**src/rtl/host_port_params.svh**
```systemverilog
`ifndef HOST_PORT_PARAMS_SVH
`define HOST_PORT_PARAMS_SVH

// ----------------------------------------------------------------
// Interface-select strap encodings {interface_select_a, _b}
// ----------------------------------------------------------------
`define STRAP_SERIAL      2'h0
`define STRAP_I2C         2'h1
`define STRAP_PAR_ENABLE  2'h2
`define STRAP_PAR_SPLIT   2'h3

// ----------------------------------------------------------------
// Pin positions on the host data bus
// ----------------------------------------------------------------
`define BIT_SCLK          0
`define BIT_SERIAL_DATA_INPUT          1
`define BIT_SDA_OUT       2

// ----------------------------------------------------------------
// Serial and two-wire framing
// ----------------------------------------------------------------
`define BITS_PER_BYTE     4'h8
`define ACK_SLOT          4'h9
`define I2C_ADDR_BASE     6'h15
`define CTRL_CO_BIT       7
`define CTRL_DC_BIT       6

// ----------------------------------------------------------------
// Receive buffer
// ----------------------------------------------------------------
`define FIFO_DEPTH        8
`define FIFO_WIDTH        9

`endif

```
**src/rtl/host_port_pkg.sv**
```systemverilog
package host_port_pkg;

  typedef enum logic [1:0] {
    MODE_SERIAL,
    MODE_I2C,
    MODE_PAR_ENABLE,
    MODE_PAR_SPLIT
  } port_mode_e;

  typedef enum logic [2:0] {
    I2C_IDLE,
    I2C_ADDR,
    I2C_CTRL,
    I2C_DATA,
    I2C_IGNORE
  } i2c_state_e;

  typedef struct packed {
    logic       is_data;
    logic [7:0] value;
  } host_byte_s;

endpackage : host_port_pkg

```
**src/rtl/display_host_pin_interface.sv**
```systemverilog
`timescale 1ns/1ps
`include "host_port_params.svh"

// ----------------------------------------------------------------
// Receive buffer
// ----------------------------------------------------------------
module host_byte_fifo #(
  parameter int WIDTH = `FIFO_WIDTH,
  parameter int DEPTH = `FIFO_DEPTH
) (
  input  wire logic             ref_clk,
  input  wire logic             srst,
  input  wire logic             in_valid,
  output logic                  in_ready,
  input  wire logic [WIDTH-1:0] in_data,
  output logic                  out_valid,
  input  wire logic             out_ready,
  output logic      [WIDTH-1:0] out_data
);
  localparam int AW = $clog2(DEPTH);

  logic [WIDTH-1:0] mem [DEPTH];
  logic [AW-1:0]    wr_ptr;
  logic [AW-1:0]    rd_ptr;
  logic [AW:0]      count;
  logic             do_push;
  logic             do_pop;

  function automatic logic [AW-1:0] bump(input logic [AW-1:0] p);
    bump = (p == AW'(DEPTH - 1)) ? '0 : p + AW'(1);
  endfunction : bump

  assign in_ready  = (count != (AW+1)'(DEPTH));
  assign out_valid = (count != '0);
  assign out_data  = mem[rd_ptr];
  assign do_push   = in_valid && in_ready;
  assign do_pop    = out_valid && out_ready;

  always_ff @(posedge ref_clk) begin
    if (do_push) begin
      mem[wr_ptr] <= in_data;
    end
    if (srst) begin
      wr_ptr <= '0;
      rd_ptr <= '0;
      count  <= '0;
    end else begin
      if (do_push) begin
        wr_ptr <= bump(wr_ptr);
      end
      if (do_pop) begin
        rd_ptr <= bump(rd_ptr);
      end
      count <= count + (AW+1)'(do_push) - (AW+1)'(do_pop);
    end
  end
endmodule : host_byte_fifo

module display_host_pin_interface
  import host_port_pkg::*;
(
  input  wire logic       ref_clk,
  input  wire logic       srst,
  input  wire logic       init_reset_n,
  input  wire logic       interface_select_a,
  input  wire logic       interface_select_b,
  input  wire logic       chip_select_n,
  input  wire logic       enable_strobe,
  input  wire logic       direction_strobe,
  input  wire logic       data_command_select,
  input  wire logic [7:0] host_data_bus_in,
  output logic      [7:0] host_data_bus_out,
  output logic      [7:0] host_data_bus_oe_n,
  input  wire logic [7:0] read_byte,
  output logic            read_taken,
  output logic            rx_valid,
  input  wire logic       rx_ready,
  output host_byte_s      rx_byte,
  output logic            rx_dropped,
  output port_mode_e      active_mode
);

  // ----------------------------------------------------------------
  // State
  // ----------------------------------------------------------------
  typedef struct packed {
    port_mode_e  mode;
    logic        prev_wr;
    logic        prev_rd;
    logic        prev_scl;
    logic        prev_sda;
    host_byte_s  wr_hold;
    logic [7:0]  dout;
    logic [7:0]  oe_n;
    logic [7:0]  shift;
    logic [3:0]  bit_cnt;
    i2c_state_e  i2c;
    logic        ctrl_co;
    logic        ctrl_dc;
    logic        push;
    host_byte_s  push_byte;
    logic        dropped;
    logic        read_done;
  } port_state_s;

  port_state_s state;
  port_state_s next_state;
  logic        port_reset;
  logic        fifo_ready;
  logic        wr_cond;
  logic        rd_cond;
  logic        scl;
  logic        sda;
  logic [7:0]  got;

  assign port_reset = srst || !init_reset_n;
  assign scl        = host_data_bus_in[`BIT_SCLK];
  assign sda        = host_data_bus_in[`BIT_SERIAL_DATA_INPUT];

  function automatic port_mode_e strap_mode(input logic [1:0] s);
    case (s)
      `STRAP_SERIAL:     strap_mode = MODE_SERIAL;
      `STRAP_I2C:        strap_mode = MODE_I2C;
      `STRAP_PAR_ENABLE: strap_mode = MODE_PAR_ENABLE;
      default:           strap_mode = MODE_PAR_SPLIT;
    endcase
  endfunction : strap_mode

  // ----------------------------------------------------------------
  // Strobe qualification
  // ----------------------------------------------------------------
  always_comb begin
    wr_cond = 1'b0;
    rd_cond = 1'b0;
    case (state.mode)
      MODE_PAR_ENABLE: begin
        wr_cond = enable_strobe && !chip_select_n && !direction_strobe;
        rd_cond = enable_strobe && !chip_select_n && direction_strobe;
      end
      MODE_PAR_SPLIT: begin
        wr_cond = !direction_strobe && !chip_select_n;
        rd_cond = !enable_strobe && !chip_select_n;
      end
      default: begin
        wr_cond = 1'b0;
        rd_cond = 1'b0;
      end
    endcase
  end

  // ----------------------------------------------------------------
  // Next state
  // ----------------------------------------------------------------
  always_comb begin
    next_state           = state;
    next_state.push      = 1'b0;
    next_state.dropped   = 1'b0;
    next_state.read_done = 1'b0;
    next_state.prev_wr   = wr_cond;
    next_state.prev_rd   = rd_cond;
    next_state.prev_scl  = scl;
    next_state.prev_sda  = sda;
    got                  = {state.shift[6:0], sda};

    case (state.mode)
      MODE_PAR_ENABLE, MODE_PAR_SPLIT: begin
        // Keep sampling while the strobe stands; bus is settled at its end
        if (wr_cond) begin
          next_state.wr_hold = '{is_data: data_command_select, value: host_data_bus_in};
        end
        if (state.prev_wr && !wr_cond) begin
          next_state.push      = 1'b1;
          next_state.push_byte = state.wr_hold;
        end
        if (rd_cond && !state.prev_rd) begin
          next_state.dout = read_byte;
          next_state.oe_n = 8'h00;
        end
        if (!rd_cond) begin
          next_state.oe_n = 8'hFF;
        end
        if (state.prev_rd && !rd_cond) begin
          next_state.read_done = 1'b1;
        end
      end
      MODE_SERIAL: begin
        next_state.oe_n = 8'hFF;
        if (chip_select_n) begin
          next_state.bit_cnt = '0;
        end else if (scl && !state.prev_scl) begin
          next_state.shift = got;
          if (state.bit_cnt == `BITS_PER_BYTE - 4'h1) begin
            next_state.bit_cnt   = '0;
            next_state.push      = 1'b1;
            next_state.push_byte = '{is_data: data_command_select, value: got};
          end else begin
            next_state.bit_cnt = state.bit_cnt + 4'h1;
          end
        end
      end
      default: begin
        if (chip_select_n) begin
          next_state.i2c  = I2C_IDLE;
          next_state.oe_n = 8'hFF;
        end else if (scl && state.prev_scl && state.prev_sda && !sda) begin
          next_state.i2c     = I2C_ADDR; // Start or repeated start
          next_state.bit_cnt = '0;
          next_state.oe_n    = 8'hFF;
        end else if (scl && state.prev_scl && !state.prev_sda && sda) begin
          next_state.i2c  = I2C_IDLE; // Stop
          next_state.oe_n = 8'hFF;
        end else if (state.i2c != I2C_IDLE) begin
          if (scl && !state.prev_scl && state.bit_cnt < `BITS_PER_BYTE) begin
            next_state.shift   = got;
            next_state.bit_cnt = state.bit_cnt + 4'h1;
          end else if (scl && !state.prev_scl) begin
            next_state.bit_cnt = `ACK_SLOT;
          end else if (!scl && state.prev_scl && state.bit_cnt == `ACK_SLOT) begin
            next_state.oe_n    = 8'hFF; // Release acknowledge
            next_state.bit_cnt = '0;
          end else if (!scl && state.prev_scl && state.bit_cnt == `BITS_PER_BYTE) begin
            case (state.i2c)
              I2C_ADDR: begin
                // Write-only slave; address LSB comes from the D/C pin
                if (state.shift == {`I2C_ADDR_BASE, data_command_select, 1'b0}) begin
                  next_state.i2c                 = I2C_CTRL;
                  next_state.oe_n[`BIT_SDA_OUT]  = 1'b0;
                  next_state.dout[`BIT_SDA_OUT]  = 1'b0;
                end else begin
                  next_state.i2c = I2C_IGNORE;
                end
              end
              I2C_CTRL: begin
                next_state.ctrl_co             = state.shift[`CTRL_CO_BIT];
                next_state.ctrl_dc             = state.shift[`CTRL_DC_BIT];
                next_state.i2c                 = I2C_DATA;
                next_state.oe_n[`BIT_SDA_OUT]  = 1'b0;
                next_state.dout[`BIT_SDA_OUT]  = 1'b0;
              end
              I2C_DATA: begin
                // A full buffer is refused with a not-acknowledge
                if (fifo_ready) begin
                  next_state.push                = 1'b1;
                  next_state.push_byte           = '{is_data: state.ctrl_dc, value: state.shift};
                  next_state.oe_n[`BIT_SDA_OUT]  = 1'b0;
                  next_state.dout[`BIT_SDA_OUT]  = 1'b0;
                end
                next_state.i2c = state.ctrl_co ? I2C_CTRL : I2C_DATA;
              end
              default: begin
                next_state.i2c = I2C_IGNORE;
              end
            endcase
          end
        end
      end
    endcase

    // Parallel and serial hosts cannot be stalled; overflow is flagged
    if (state.push && !fifo_ready) begin
      next_state.dropped = 1'b1;
    end

    if (port_reset) begin
      next_state      = '0;
      next_state.mode = strap_mode({interface_select_a, interface_select_b});
      next_state.oe_n = 8'hFF;
      next_state.i2c  = I2C_IDLE;
    end
  end

  always_ff @(posedge ref_clk) begin
    state <= next_state;
  end

  // ----------------------------------------------------------------
  // Buffer and outputs
  // ----------------------------------------------------------------
  host_byte_fifo #(
    .WIDTH (`FIFO_WIDTH),
    .DEPTH (`FIFO_DEPTH)
  ) rx_fifo (
    .ref_clk   (ref_clk),
    .srst      (port_reset),
    .in_valid  (state.push),
    .in_ready  (fifo_ready),
    .in_data   (state.push_byte),
    .out_valid (rx_valid),
    .out_ready (rx_ready),
    .out_data  (rx_byte)
  );

  assign host_data_bus_out  = state.dout;
  assign host_data_bus_oe_n = state.oe_n;
  assign read_taken         = state.read_done;
  assign rx_dropped         = state.dropped;
  assign active_mode        = state.mode;

endmodule : display_host_pin_interface

```
**config.mk**
```make
export PLATFORM = sky130hd
export DESIGN_NAME = display_host_pin_interface
export DESIGN_NICKNAME = d
export VERILOG_FILES = /design/src/rtl/host_port_pkg.sv /design/src/rtl/display_host_pin_interface.sv
export VERILOG_INCLUDE_DIRS = /design/src /design/src/rtl
export SDC_FILE = /design/constraint.sdc
export NUM_CORES = 1
export LEC_CHECK = 0
export ABC_AREA = 1
export BUFFER_PORTS_ARGS = -buffer_cell sky130_fd_sc_hd__buf_2
export CAP_MARGIN = 20
export CORE_MARGIN = 2
export CORE_UTILIZATION = 35
export CTS_CLUSTER_SIZE = 20
export DETAILED_ROUTE_END_ITERATION = 8
export GPL_TIMING_DRIVEN = 0
export SLEW_MARGIN = 5
export SYNTH_ARGS = -nofsm -noshare
export SYNTH_HDL_FRONTEND = slang
export SYNTH_SLANG_ARGS = --single-unit
```
**constraint.sdc**
```tcl
create_clock -name ref_clk -period 3.6 [get_ports ref_clk]
set_clock_uncertainty 0.2 [all_clocks]
set_input_delay 0 -clock ref_clk [delete_from_list [all_inputs] [get_ports ref_clk]]
set_output_delay 0 -clock ref_clk [all_outputs]
set_load 0.01 [all_outputs]
```
Word-level counts from Yosys, hierarchy flattened
Memory sizes are Yosys's and may differ from the RTL's. A register that Yosys moved wholly into a read port is not among the register bits. Index checks and enable logic that the tools add are counted.

Bits in registers: 70. Memory bits (writable): 72. Memories kept: 1.

Memory list: rx_fifo.mem (depth 8, bits a word 9, rd ports 1, clocked after Yosys merged registers in 1, wr ports 1, RTL line display_host_pin_interface.sv:22) `logic [WIDTH-1:0] mem [DEPTH];`.

Add/subtract/negate cells: 5. Magnitude comparators: 1. Equality and inequality tests: 46. Mux-type cells: 68. Bitwise logic cells: 9. Reductions and logical operators: 67.

Operator list (count): 2-to-1 mux 10 bit (9); 2-to-1 mux 8 bit (9); 2-to-1 mux 15 bit (4); 2-to-1 mux 12 bit (3); 2-to-1 mux 35 bit (1); case mux 12 bit (2 select lines) (1); logical AND 1 bit (21); 2-to-1 mux 3 bit (7); 2-to-1 mux 4 bit (5); case mux 10 bit (2 select lines) (1); nonzero test 4 bit (5); inequality test 2 x 1 -> 1 bit, second input constant (9); 2-to-1 mux 1 bit (16); inequality test 8 bit, second input constant (2); case mux 8 bit (2 select lines) (1); nonzero test 3 bit (5); AND reduction 14 bit (1); AND reduction 13 bit (1); zero test 1 bit (12); inequality test 3 x 1 -> 1 bit, second input constant (4); inequality test 3 bit, second input constant (4); inequality test 4 bit, second input constant (3); AND reduction 6 bit (2); nonzero test 6 bit (2); 41 further kinds (68).

Longest topological paths before layout
Gate-level depths: netlist of run 1.

Depth after elaboration: 12. Gate-level depth with buffers: 13. Mapped depth without buffers: 13.

Cells and area by module
Synthesis of run 1 repeated with hierarchy kept, for this count alone.

Cells, all modules: 884. Area, all modules: 7055.5 um^2.

By module, submodules not included: host_byte_fifo (instances 1, cells an instance 402, area each 3892.5 um^2, sequential area each 2422.3 um^2); display_host_pin_interface (instances 1, cells an instance 482, area each 3163.0 um^2, sequential area each 1101.1 um^2).

Worst setup path before layout of run 1
Ideal clock, no wire load.

Path kind: flip-flop to flip-flop. From: register rx_fifo.count[2]. To: register rx_fifo.count[2]. Library setup time: 0.130 ns. Arrival: 1.901 ns. Data required time: 3.270 ns. Slack: 1.368 ns. Stages on the path, launching flop included: 13. Buffers on the path: 0. Path through: dfxtp_1 inv_1 ha_1 nand3_1 nand2_1 inv_1 ha_1 inv_1 ha_1 inv_1 fa_1 xor2_1 nor2_1.

RTL lines: from (decl) (RTL line display_host_pin_interface.sv:25) `logic [AW:0] count;`; from (signal assigned) (RTL line display_host_pin_interface.sv:54) `count <= count + (AW+1)'(do_push) - (AW+1)'(do_pop);`; nonzero test 4 bit (RTL line display_host_pin_interface.sv:34) `assign out_valid = (count != '0);`; via rx_valid (RTL line display_host_pin_interface.sv:76) `output logic rx_valid,`; logical AND 1 bit (RTL line display_host_pin_interface.sv:37) `assign do_pop = out_valid && out_ready;`; via rx_fifo.do_pop (RTL line display_host_pin_interface.sv:27) `logic do_pop;`; subtractor 4 x 1 -> 4 bit (RTL line display_host_pin_interface.sv:54).

The timed path passes the listed nets, and every way through them passes these cells. A chain may end at the register's enable or synchronous reset.

Final worst setup path of run 1
From: register rx_fifo.count[2]. To: memory rx_fifo.mem[7][7] (netlist bit) (enable).

Cells in the longest elaborated chain, start to end: 4.

RTL lines: inequality test 4 bit (RTL line display_host_pin_interface.sv:33) `assign in_ready = (count != (AW+1)'(DEPTH));`; logical AND 1 bit (RTL line display_host_pin_interface.sv:36) `assign do_push = in_valid && in_ready;`; via rx_fifo.do_push (RTL line display_host_pin_interface.sv:26) `logic do_push;`; 2-to-1 mux 1 bit (RTL line display_host_pin_interface.sv:40) `if (do_push) begin`; 2-to-1 mux 1 bit (implied by the code) (RTL line display_host_pin_interface.sv:41) `mem[wr_ptr] <= in_data;`; to (decl) (RTL line display_host_pin_interface.sv:22).

The timed path passes the listed nets, and every way through them passes these cells.

==> metrics.md, run 1 <==
| Metric | Value |
|---|---|
| CTS tree | done |
| Clock buffer count from CTS | 17 |
| Dominant synthesized flop cell | edfxtp_1 |
| Core Region | roughly 18,000 sq um |
| Vias per Instance | around 4.8 |
| Number of global-route vias before repair | between 4,000 and 5,000 |
| Crit path kind | reg -> reg |
| Die ar. | 19,200 sq um |
| CTS max path bufs | 2 |
| FF/Latch Area | 3520 sq um |
| Multi-input logic area | about 2300 sq um |
| Post-synth EDFFs | 74 |
| Vias | around 5,100 |
| Crit-path most repeated cell | inv_1 |
| Final Setup Violations | 0 |
| First-pass GRT wire length | 24,200 um |
| Resize count post-CTS | 0 |
| CP max stage cell | nor2_1 |
| Wirelength per Cell | about 14 um |
| Ys async rst share | 0% |
| Period minus WS final | between 2 and 3 ns |
| Library cells used by synthesis | 38 |
| Number of hold buffers added after CTS | 26 |
| Worst-Margin Slew | 0.938 ns |
| Gate Count Post-Synth | 713 |
| Critical Path AT | roughly 2.6 ns |
| DRC | 0 |
| Port bufs | 52 |
| # diodes | 0 |
| Die Span Y | 139 um |
| Req. time, crit path | 3.45 ns |
| Syn_nets | about 750 |
| Fill cell count | approximately 1,800 |
| Ys Warns | 0 |
| Total grt overflow | 0 |
| Area delta synth->final | 22.6% |
| Slowest stage delay, CP | 0.68 ns |
| First-iteration detailed-routing DRC count | 364 |
| Crit start category | flop |
| Leakage Power | 3.22 nW |
| Site Rows | 49 |
| Worst-path fanout max | 9 |
| Routed Wire Length | 14,800 um |
| Commonest non-fill, non-tap cells in the layout | nor2_1 (138), nand2_1 (90), edfxtp_1 (74), o21ai_0 (71), inv_1 (66) |
| Worst VDD drop | roughly 0.37 mV |
| Avg Synthesized Cell Area | around 9 sq um |
| Share of cells above drive strength 1 | approximately 16% |
| Min-delay worst type | in -> reg |
| Drt pass-1 iters | 5 |
| Fin Setup TNS | 0 ns |
| Most common cell after layout, fill and taps aside | nor2_1 |
| Post-synthesis cell area | about 6300 sq um |
| Tot Pwr | 4.03 mW |
| CP cell instances | inv_1 -> ha_1 -> nand3_1 -> inv_1 -> nor2_1 -> inv_1 -> nor2_1 -> inv_1 -> nor2_1 |
| Placer Congestion | 0.872 |
| Clock Latency Late Sink | 0.42 ns |
| Routed Antenna Nets | 0 |
| PD cells | 518 nW/um^2 |
| Post-CTS Setup Inserts | 0 |
| H-tree depth | 4 |
| Yosys reg bits | 139 |
| IO Count | 56 |
| Final worst-path cycle share | 76.2% |
| Starting Density | 35.4% |
| Hold Vio Cnt, Final | 0 |
| Max Slew Vio Count | 0 |
| Root buffer cell | clkbuf_16 |
| CP Capture Type | flop |
| DP HPWL | between 10,000 and 15,000 um |
| Antenna violations before repair | 0 |
| Outcome | finished clean |
| CTS sink cnt | 139 |
| Nets@finish | 850 |
| Max Clock Freq | approximately 0.36 GHz |
| Part of the Yosys area used for sequential elements | 55.5% |
| Chip width | between 100 and 150 um |
| Maxcap violations | 0 |
| Gr usage total | 15.8% |
| RSZ-0062 raised after global routing | no |
| Clk pin slew, worst setup/hold paths | 0.06 ns |
| Slew headroom | between 30% and 40% |
| Largest net degree at the start of global routing | 17 |
## cell families (layout without fill, tap and decap cells)
group                      count (synthesis)  in the layout  share of synthesized area, %
buffers and inverters                    118            228                          8.26
and+or+nand+nor                          304            304                          21.5
AOI/OAI and AO/OA                        136            136                          11.6
adders and majority gates                 14             14                          2.88
xor gates and xnor gates                   2              2                         0.276
DFF                                      139            139                          55.5
## path summary, 6_finish.rpt
check	slack [ns]	cells past startpoint	endpoint	start
worst min-delay path	0.07	6	state[28]	init_reset_n
worst max-delay path	0.86	9	rx_fifo.mem[7][7]	rx_fifo.count[2]
worst max register to register	0.86	9	rx_fifo.mem[7][7]	rx_fifo.count[2]
worst min register to register	0.24	2	host_data_bus_oe_n[2]	host_data_bus_oe_n[2]
## final cells by class
type	count	share of cell area, %
Inverter	76	3.67
Sequential cell	139	45.3
Multi-Input combinational cell	456	29.5
Timing Repair Buffer	78	6.69
Clock inverter	9	1.24
Buffer	42	3.07
Tap cell	229	3.68
Clock buffer	23	6.83
## synth_stat cells (2+ instances only)
master	count	area share (%)
nor2_8	2	0.63
nand4_1	14	1.4
nand2_1	90	5.3
nand3b_1	8	0.95
clkbuf_1	19	1.1
buf_2	2	0.16
inv_2	9	0.53
inv_1	66	3.9
o21ai_1	2	0.16
nand2_4	2	0.35
edfxtp_1	74	35
xor2_1	2	0.28
o22ai_1	18	1.8
a21oi_1	29	2.3
dfxtp_1	65	21
ha_1	13	2.6
nor4_1	2	0.20
a31oi_1	9	0.89
nor2_2	2	0.20
o21ai_0	71	5.6
and3_1	3	0.30
nor2_1	138	8.2
nor2_4	2	0.35
nand3_1	28	2.2
nand2_2	4	0.39
o211ai_1	3	0.35
buf_4	19	2.2
nor3_1	7	0.55
## sequential cells by signal, indices dropped and copies added (netlist names), named ones only
name,count
got,7
state,33
rx_fifo.count,4
rx_dropped,1
active_mode,2
host_data_bus_out,8
read_taken,1
host_data_bus_oe_n,2
rx_fifo.wr_ptr,3
rx_fifo.rd_ptr,3
rx_fifo.mem,72
## through the flow
step	instances	setup WS [ns]	cell area (sq um)	util, %	hold slack, ns
after floorplan	713	1.37	6350	-	-0.0878
after CTS	1052	0.778	7780	43.5	0.0467
after global routing	1052	0.646	7780	43.5	0.0919
after global placement	994	0.831	6890	38.5	-0.0300
final	1052	0.858	7780	43.5	0.0715
after detailed placement	994	0.783	6890	38.5	-0.0295
## worst max-delay path: cells and delay by family, from the launching register on
family | cells | cell delay [ns]
and+or+nand+nor | 4 | 1.26
buffers and inverters | 4 | 0.40
DFF | 1 | 0.30
adders and majority gates | 1 | 0.19
## power by group
part           internal [mW]  switching, mW
registers               1.68         0.0163
logic                  0.195          0.318
clock network           1.12          0.693
## metal layers
layer	track usage, %	routed length (um)	share of wire [%]
met5	0	0	0
met4	4.47	172	1.2
met3	3.59	562	3.8
met2	25.7	6960	47
met1	21.3	7100	48
No activity file was read; power rests on OpenSTA's default activity.
==> run 2: changes to the inputs <==
Clock period 3.6 ns to 2.9 ns, I/O delays scaled along.
==> metrics.md, run 2 (synthesized netlist as in run 1, its figures left out) <==
| Metric | Value |
|---|---|
| # diodes | 0 |
| Hold Vio Cnt, Final | 0 |
| Worst VDD drop | 0.454 mV |
| CTS max path bufs | 2 |
| Dpl cells | around 990 |
| CP Capture Type | output port |
| Antenna violations before repair | 0 |
| First-iteration detailed-routing DRC count | 364 |
| Crit-path most repeated cell | clkbuf_1 |
| Outcome | finished clean |
| Tot Pwr | 5.00 mW |
| Period minus WS final | 2.63 ns |
| DRC | 0 |
| Vias | ~5,100 |
| Clock Latency Late Sink | 0.42 ns |
| Drt pass-1 iters | 5 |
| CP cell instances | clkbuf_1 -> inv_1 -> clkbuf_1 -> o21ai_0 -> o22ai_1 -> nor2_1 -> a31oi_1 -> buf_2 |
| Req. time, crit path | 2.70 ns |
| Vias per Instance | between 4 and 5 |
| Die Span Y | 139 um |
| Chip width | 139 um |
| Port bufs | 52 |
| Nets@finish | between 800 and 900 |
| Area delta synth->final | 22.8% |
| Final Setup Violations | 0 |
| Site Rows | 49 |
| Most common cell after layout, fill and taps aside | nor2_1 |
| Share of cells above drive strength 1 | 16.2% |
| Final worst-path cycle share | 90.8% |
| Total grt overflow | 0 |
| Placer Congestion | slightly below 0.9 |
| Root buffer cell | clkbuf_16 |
| Gr usage total | 15.8% |
| Clock buffer count from CTS | 17 |
| Critical Path AT | between 2 and 2.5 ns |
| Fill cell count | 1,781 |
| Die ar. | 19,200 sq um |
| RSZ-0062 raised after global routing | no |
| Post-CTS Setup Inserts | 0 |
| First-pass GRT wire length | 24,200 um |
| Commonest non-fill, non-tap cells in the layout | nor2_1 (134), nand2_1 (90), edfxtp_1 (74), o21ai_0 (71), inv_1 (66) |
| Crit start category | flop |
| Max Clock Freq | 0.380 GHz |
| Max Slew Vio Count | 0 |
| Worst-Margin Slew | ~0.94 ns |
| Starting Density | between 30% and 40% |
| Top reg by flops | rx_fifo.mem |
| Post-Layout Cell Count | 1,052 |
| Leakage Power | 3.22 nW |
| Crit path kind | reg -> out |
| PD cells | 642 nW/um^2 |
| Routed Wire Length | roughly 15,000 um |
| Wirelength per Cell | 14.1 um |
| Clk pin slew, worst setup/hold paths | 0.06 ns |
| Min-delay worst type | in -> reg |
| Maxcap violations | 0 |
| H-tree depth | 4 |
| Largest net degree at the start of global routing | 17 |
| Slew headroom | between 30 and 40% |
| CTS tree | done |
| IO Count | 56 |
| Slowest stage delay, CP | 0.40 ns |
| Core Region | 17,900 sq um |
| Fin Setup TNS | 0 ns |
| CTS sink cnt | 139 |
| Worst-path fanout max | 10 |
| Flip-flop count of the largest register after layout | between 70 and 80 |
| DP HPWL | around 10,000 um |
| Routed Antenna Nets | 0 |
| Number of global-route vias before repair | 4,705 |
| CP max stage cell | clkbuf_1 |
[run 2: cell types whose count changed in the layout (fill, tap and decap cells not counted)]
| cell | before | now |
|---|---|---|
| nor2_1 | 138 | 134 |
| nor2_2 | 2 | 6 |
[run 2: area by class of cell]
class                      count  area (sq um)  area share [%]
tap                          229           287            3.68
multi-input combinational    456          2310            29.6
timing repair buffer          78           520            6.68
inverter                      76           285            3.66
clock buffer                  23           532            6.83
sequential                   139          3520            45.2
clock inverter                 9          96.3            1.24
buffer                        42           239            3.07
[run 2: power by group]
part           internal, mW  switching, mW
sequential             2.09         0.0202
clock                  1.39          0.862
combinational         0.242          0.395
[run 2: repair_timing]
item | in CTS | in global routing
endpoints found under the hold margin | 40 | 0
gates resized for setup | 0 | 4
setup endpoints to repair | 0 | 27
hold buffers | 26 | 0
[run 2: metal layers]
metal  wire (um)  vias up  global-route usage [%]  part of all wire, %
met5           0        -                       0                    0
met1        7110     2358                    21.3                   48
met3         558       18                    3.59                  3.8
met4         172        0                    4.47                  1.2
li1            -     2582                       -                    -
met2        6980      106                    25.7                   47
[run 2: metrics by stage]
stage                     setup WS, ns  hold slack, ns  cell area [sq um]  util (%)
after floorplan                  0.668         -0.0878               6350         -
after global placement           0.131         -0.0300               6890      38.5
after detailed placement        0.0826         -0.0295               6890      38.5
after CTS                       0.0785          0.0467               7780      43.5
after global routing             0.103          0.0919               7790      43.5
final                            0.265          0.0692               7790      43.5
[run 2: worst paths after layout]
kind                                            start                     to  slack, ns  cells past startpoint
worst max-delay path                             flop             rx_byte[7]       0.27                      8
worst max register to register       rx_fifo.count[2]      rx_fifo.mem[6][2]       0.28                      7
worst min register to register  host_data_bus_oe_n[2]  host_data_bus_oe_n[2]       0.24                      2
worst min-delay path                     init_reset_n              state[28]       0.07                      6
[run 2: critical path: cells and delay by family, from the launching register on]
kind / cells / cell delay (ns)
buf+inv: 4 / 1.09
compound gates: 3 / 0.57
simple gates: 1 / 0.05
flops: 1 / 0.30
==> run 3: changes to the inputs <==
Settings changed: ABC_AREA 1 to unset, HOLD_SLACK_MARGIN set to 0.06, REMOVE_ABC_BUFFERS set to 1.
==> metrics.md, run 3 <==
| Metric | Value |
|---|---|
| Combinational Power Share | between 10% and 20% |
| Max Clock Freq | 0.352 GHz |
| Die ar. | around 19,000 sq um |
| FF/Latch Area | approximately 3500 sq um |
| CP max stage cell | nor2_1 |
| Worst-Margin Slew | 0.986 ns |
| Ys async rst share | 0% |
| Site Rows | 48 |
| Total grt overflow | 0 |
| Final Setup Violations | 0 |
| Nets@finish | roughly 600 |
| Synth top area cells | edfxtp_1 (36%), dfxtp_1 (21%), mux4_2 (6.5%) |
| Top reg by flops | rx_fifo.mem |
| Routed Wire Length | 12,900 um |
| Yosys reg bits | 139 |
| Die Span Y | 137 um |
| Core Region | 17,400 sq um |
| H-tree depth | 4 |
| Placer Congestion | between 0.8 and 0.9 |
| Port bufs | 55 |
| Period minus WS final | 2.84 ns |
| WP buf/inv | 2 |
| Final core utilization | 43.1% |
| Share of cells above drive strength 1 | ~25% |
| PD cells | 628 nW/um^2 |
| Commonest non-fill, non-tap cells in the layout | edfxtp_1 (74), dfxtp_1 (65), buf_2 (55), nor2_1 (39), dlygate4sd3_1 (29) |
| Slowest stage delay, CP | just under 0.8 ns |
| Worst R2R Start | rx_fifo.count[2] |
| Resize count post-CTS | 0 |
| Gr usage total | 14.7% |
| Placed inst area | 6630 sq um |
| Clk pin slew, worst setup/hold paths | 0.06 ns |
| Ys Warns | 0 |
| Flip-flop count of the largest register after layout | 72 |
| Gate Count Post-Synth | between 400 and 500 |
| Clock buffer count from CTS | 17 |
| Most instantiated library cell after synthesis | edfxtp_1 |
| Worst VDD drop | approximately 0.50 mV |
| Root buffer cell | clkbuf_16 |
| First-pass GRT wire length | 21,000 um |
| Leakage Power | 2.70 nW |
| Number of global-route vias before repair | 4,136 |
| Outcome | finished clean |
| Slew headroom | about a third |
| Min-delay worst type | in -> reg |
| Crit path kind | reg -> reg |
| Most common cell after layout, fill and taps aside | edfxtp_1 |
| Most common library cells after synthesis | edfxtp_1 (74), dfxtp_1 (65), nor2_1 (39) |
| Critical Path AT | ~2.7 ns |
| Clock Latency Late Sink | 0.42 ns |
| RSZ-0062 raised after global routing | yes |
| Area delta synth->final | 20.2% |
| Synth top area share | 35.7% |
| Dominant synthesized flop cell | edfxtp_1 |
| Post-route cell area | 7470 sq um |
| CP cell instances | inv_1 -> ha_1 -> or3b_1 -> nand2_1 -> inv_1 -> nand2_1 -> nor2_1 |
| Drt pass-1 iters | 4 |
| Routed Antenna Nets | 0 |
| Fin Hold WS | between 0.1 and 0.15 ns |
| Internal power | 3.57 mW |
| CTS tree | done |
| CTS sink cnt | 139 |
| Maxcap violations | 0 |
| Max Slew Vio Count | 0 |
| Vias per Instance | 5.14 |
| # diodes | 0 |
| First-iteration detailed-routing DRC count | 220 |
| Switching pwr | approximately 1.1 mW |
| Starting Density | between 30 and 40% |
| Antenna violations before repair | 0 |
| Worst-path fanout max | 9 |
| Post-synthesis cell area | 6220 sq um |
| Library cells used by synthesis | a little under 70 |
| Multi-input logic area | 2420 sq um |
| Seq pwr share | 45.5% |
| Post-synth EDFFs | 74 |
| DP HPWL | 8600 um |
| Vias | around 4,100 |
| CP Capture Type | flop |
| Final worst-path cycle share | 98.0% |
| Switching share of power | between 20% and 30% |
| IO Count | 56 |
| Part of the Yosys area used for sequential elements | 56.7% |
| Hold path start | interface_select_a |
| DRC | 0 |
| Chip width | 137 um |
| Fill cell count | 1,596 |
| Largest net degree at the start of global routing | 51 |
| Post-CTS Setup Inserts | 0 |
| Avg Synthesized Cell Area | 12.7 sq um |
| Cell taking the most area after synthesis | edfxtp_1 |
| Worst Setup SP | rx_fifo.count[2] |
| Delay-heaviest family, CP | simple AND/OR/NAND/NOR gates |
| CTS max path bufs | 2 |
| Clock share of power | between 40 and 50% |
| Hold Vio Cnt, Final | 0 |
| Wirelength per Cell | 16.3 um |
| Req. time, crit path | 2.73 ns |
| Crit start category | flop |
run 3: final timing paths:
path	end	slack [ns]	cells after the start
setup / recovery	rx_fifo.mem[3][4]	0.06	7
hold / removal	active_mode[1]	0.10	2
setup reg to reg	rx_fifo.mem[3][4]	0.06	7
hold reg to reg	host_data_bus_out[3]	0.29	2
run 3: power groups by stage:
stage / sequential, mW / combinational [mW] / clock, mW
global placement: 2.19 / 0.499 / 0
finish: 2.14 / 0.572 / 1.98
global route: 2.14 / 0.653 / 2.12
detailed placement: 2.18 / 0.550 / 0
CTS: 2.14 / 0.582 / 2.02
floorplan: 2.18 / 0.369 / 0
run 3: logic make-up after synthesis:
group,synth area share (%)
flip-flops,56.7
buffers and inverters,5.01
AO/OA/AOI/OAI,11.3
multiplexers,11.4
AND/OR/NAND/NOR,12.2
XOR/XNOR,0.564
adder cells (fa/ha/maj),2.94
run 3: layout make-up:
class / count / area share [%]
Timing Repair Buffer: 89 / 8.44
Tap cell: 225 / 3.77
Sequential cell: 139 / 47.1
Inverter: 18 / 0.904
Multi-Input combinational cell: 289 / 32.3
Clock buffer: 23 / 6.55
Clock inverter: 9 / 0.871
run 3: what timing repair did:
action	4_1_cts	5_1_grt
hold buffers	29	0
endpoints found under the hold margin	50	0
endpoints found under the setup margin	0	36
run 3: stage by stage:
stage / std cells / setup TNS, ns / setup slack, ns / power (mW)
final: 792 / 0 / 0.0584 / 4.69
after global routing: 792 / -2.61 / -0.0969 / 4.91
after CTS: 792 / 0 / 0.00772 / 4.74
after detailed placement: 731 / 0 / 0.0367 / 2.73
after global placement: 726 / -42.49 / -0.851 / 2.69
after floorplan: 446 / 0 / 0.0377 / 2.55
run 3: routing by layer:
layer	vias to the layer above	global-route usage (%)	wire [um]
li1	1950	-	-
met1	2023	17.8	5820
met2	93	25.6	6570
met3	8	4.45	462
met4	0	4.01	86
met5	-	0	0
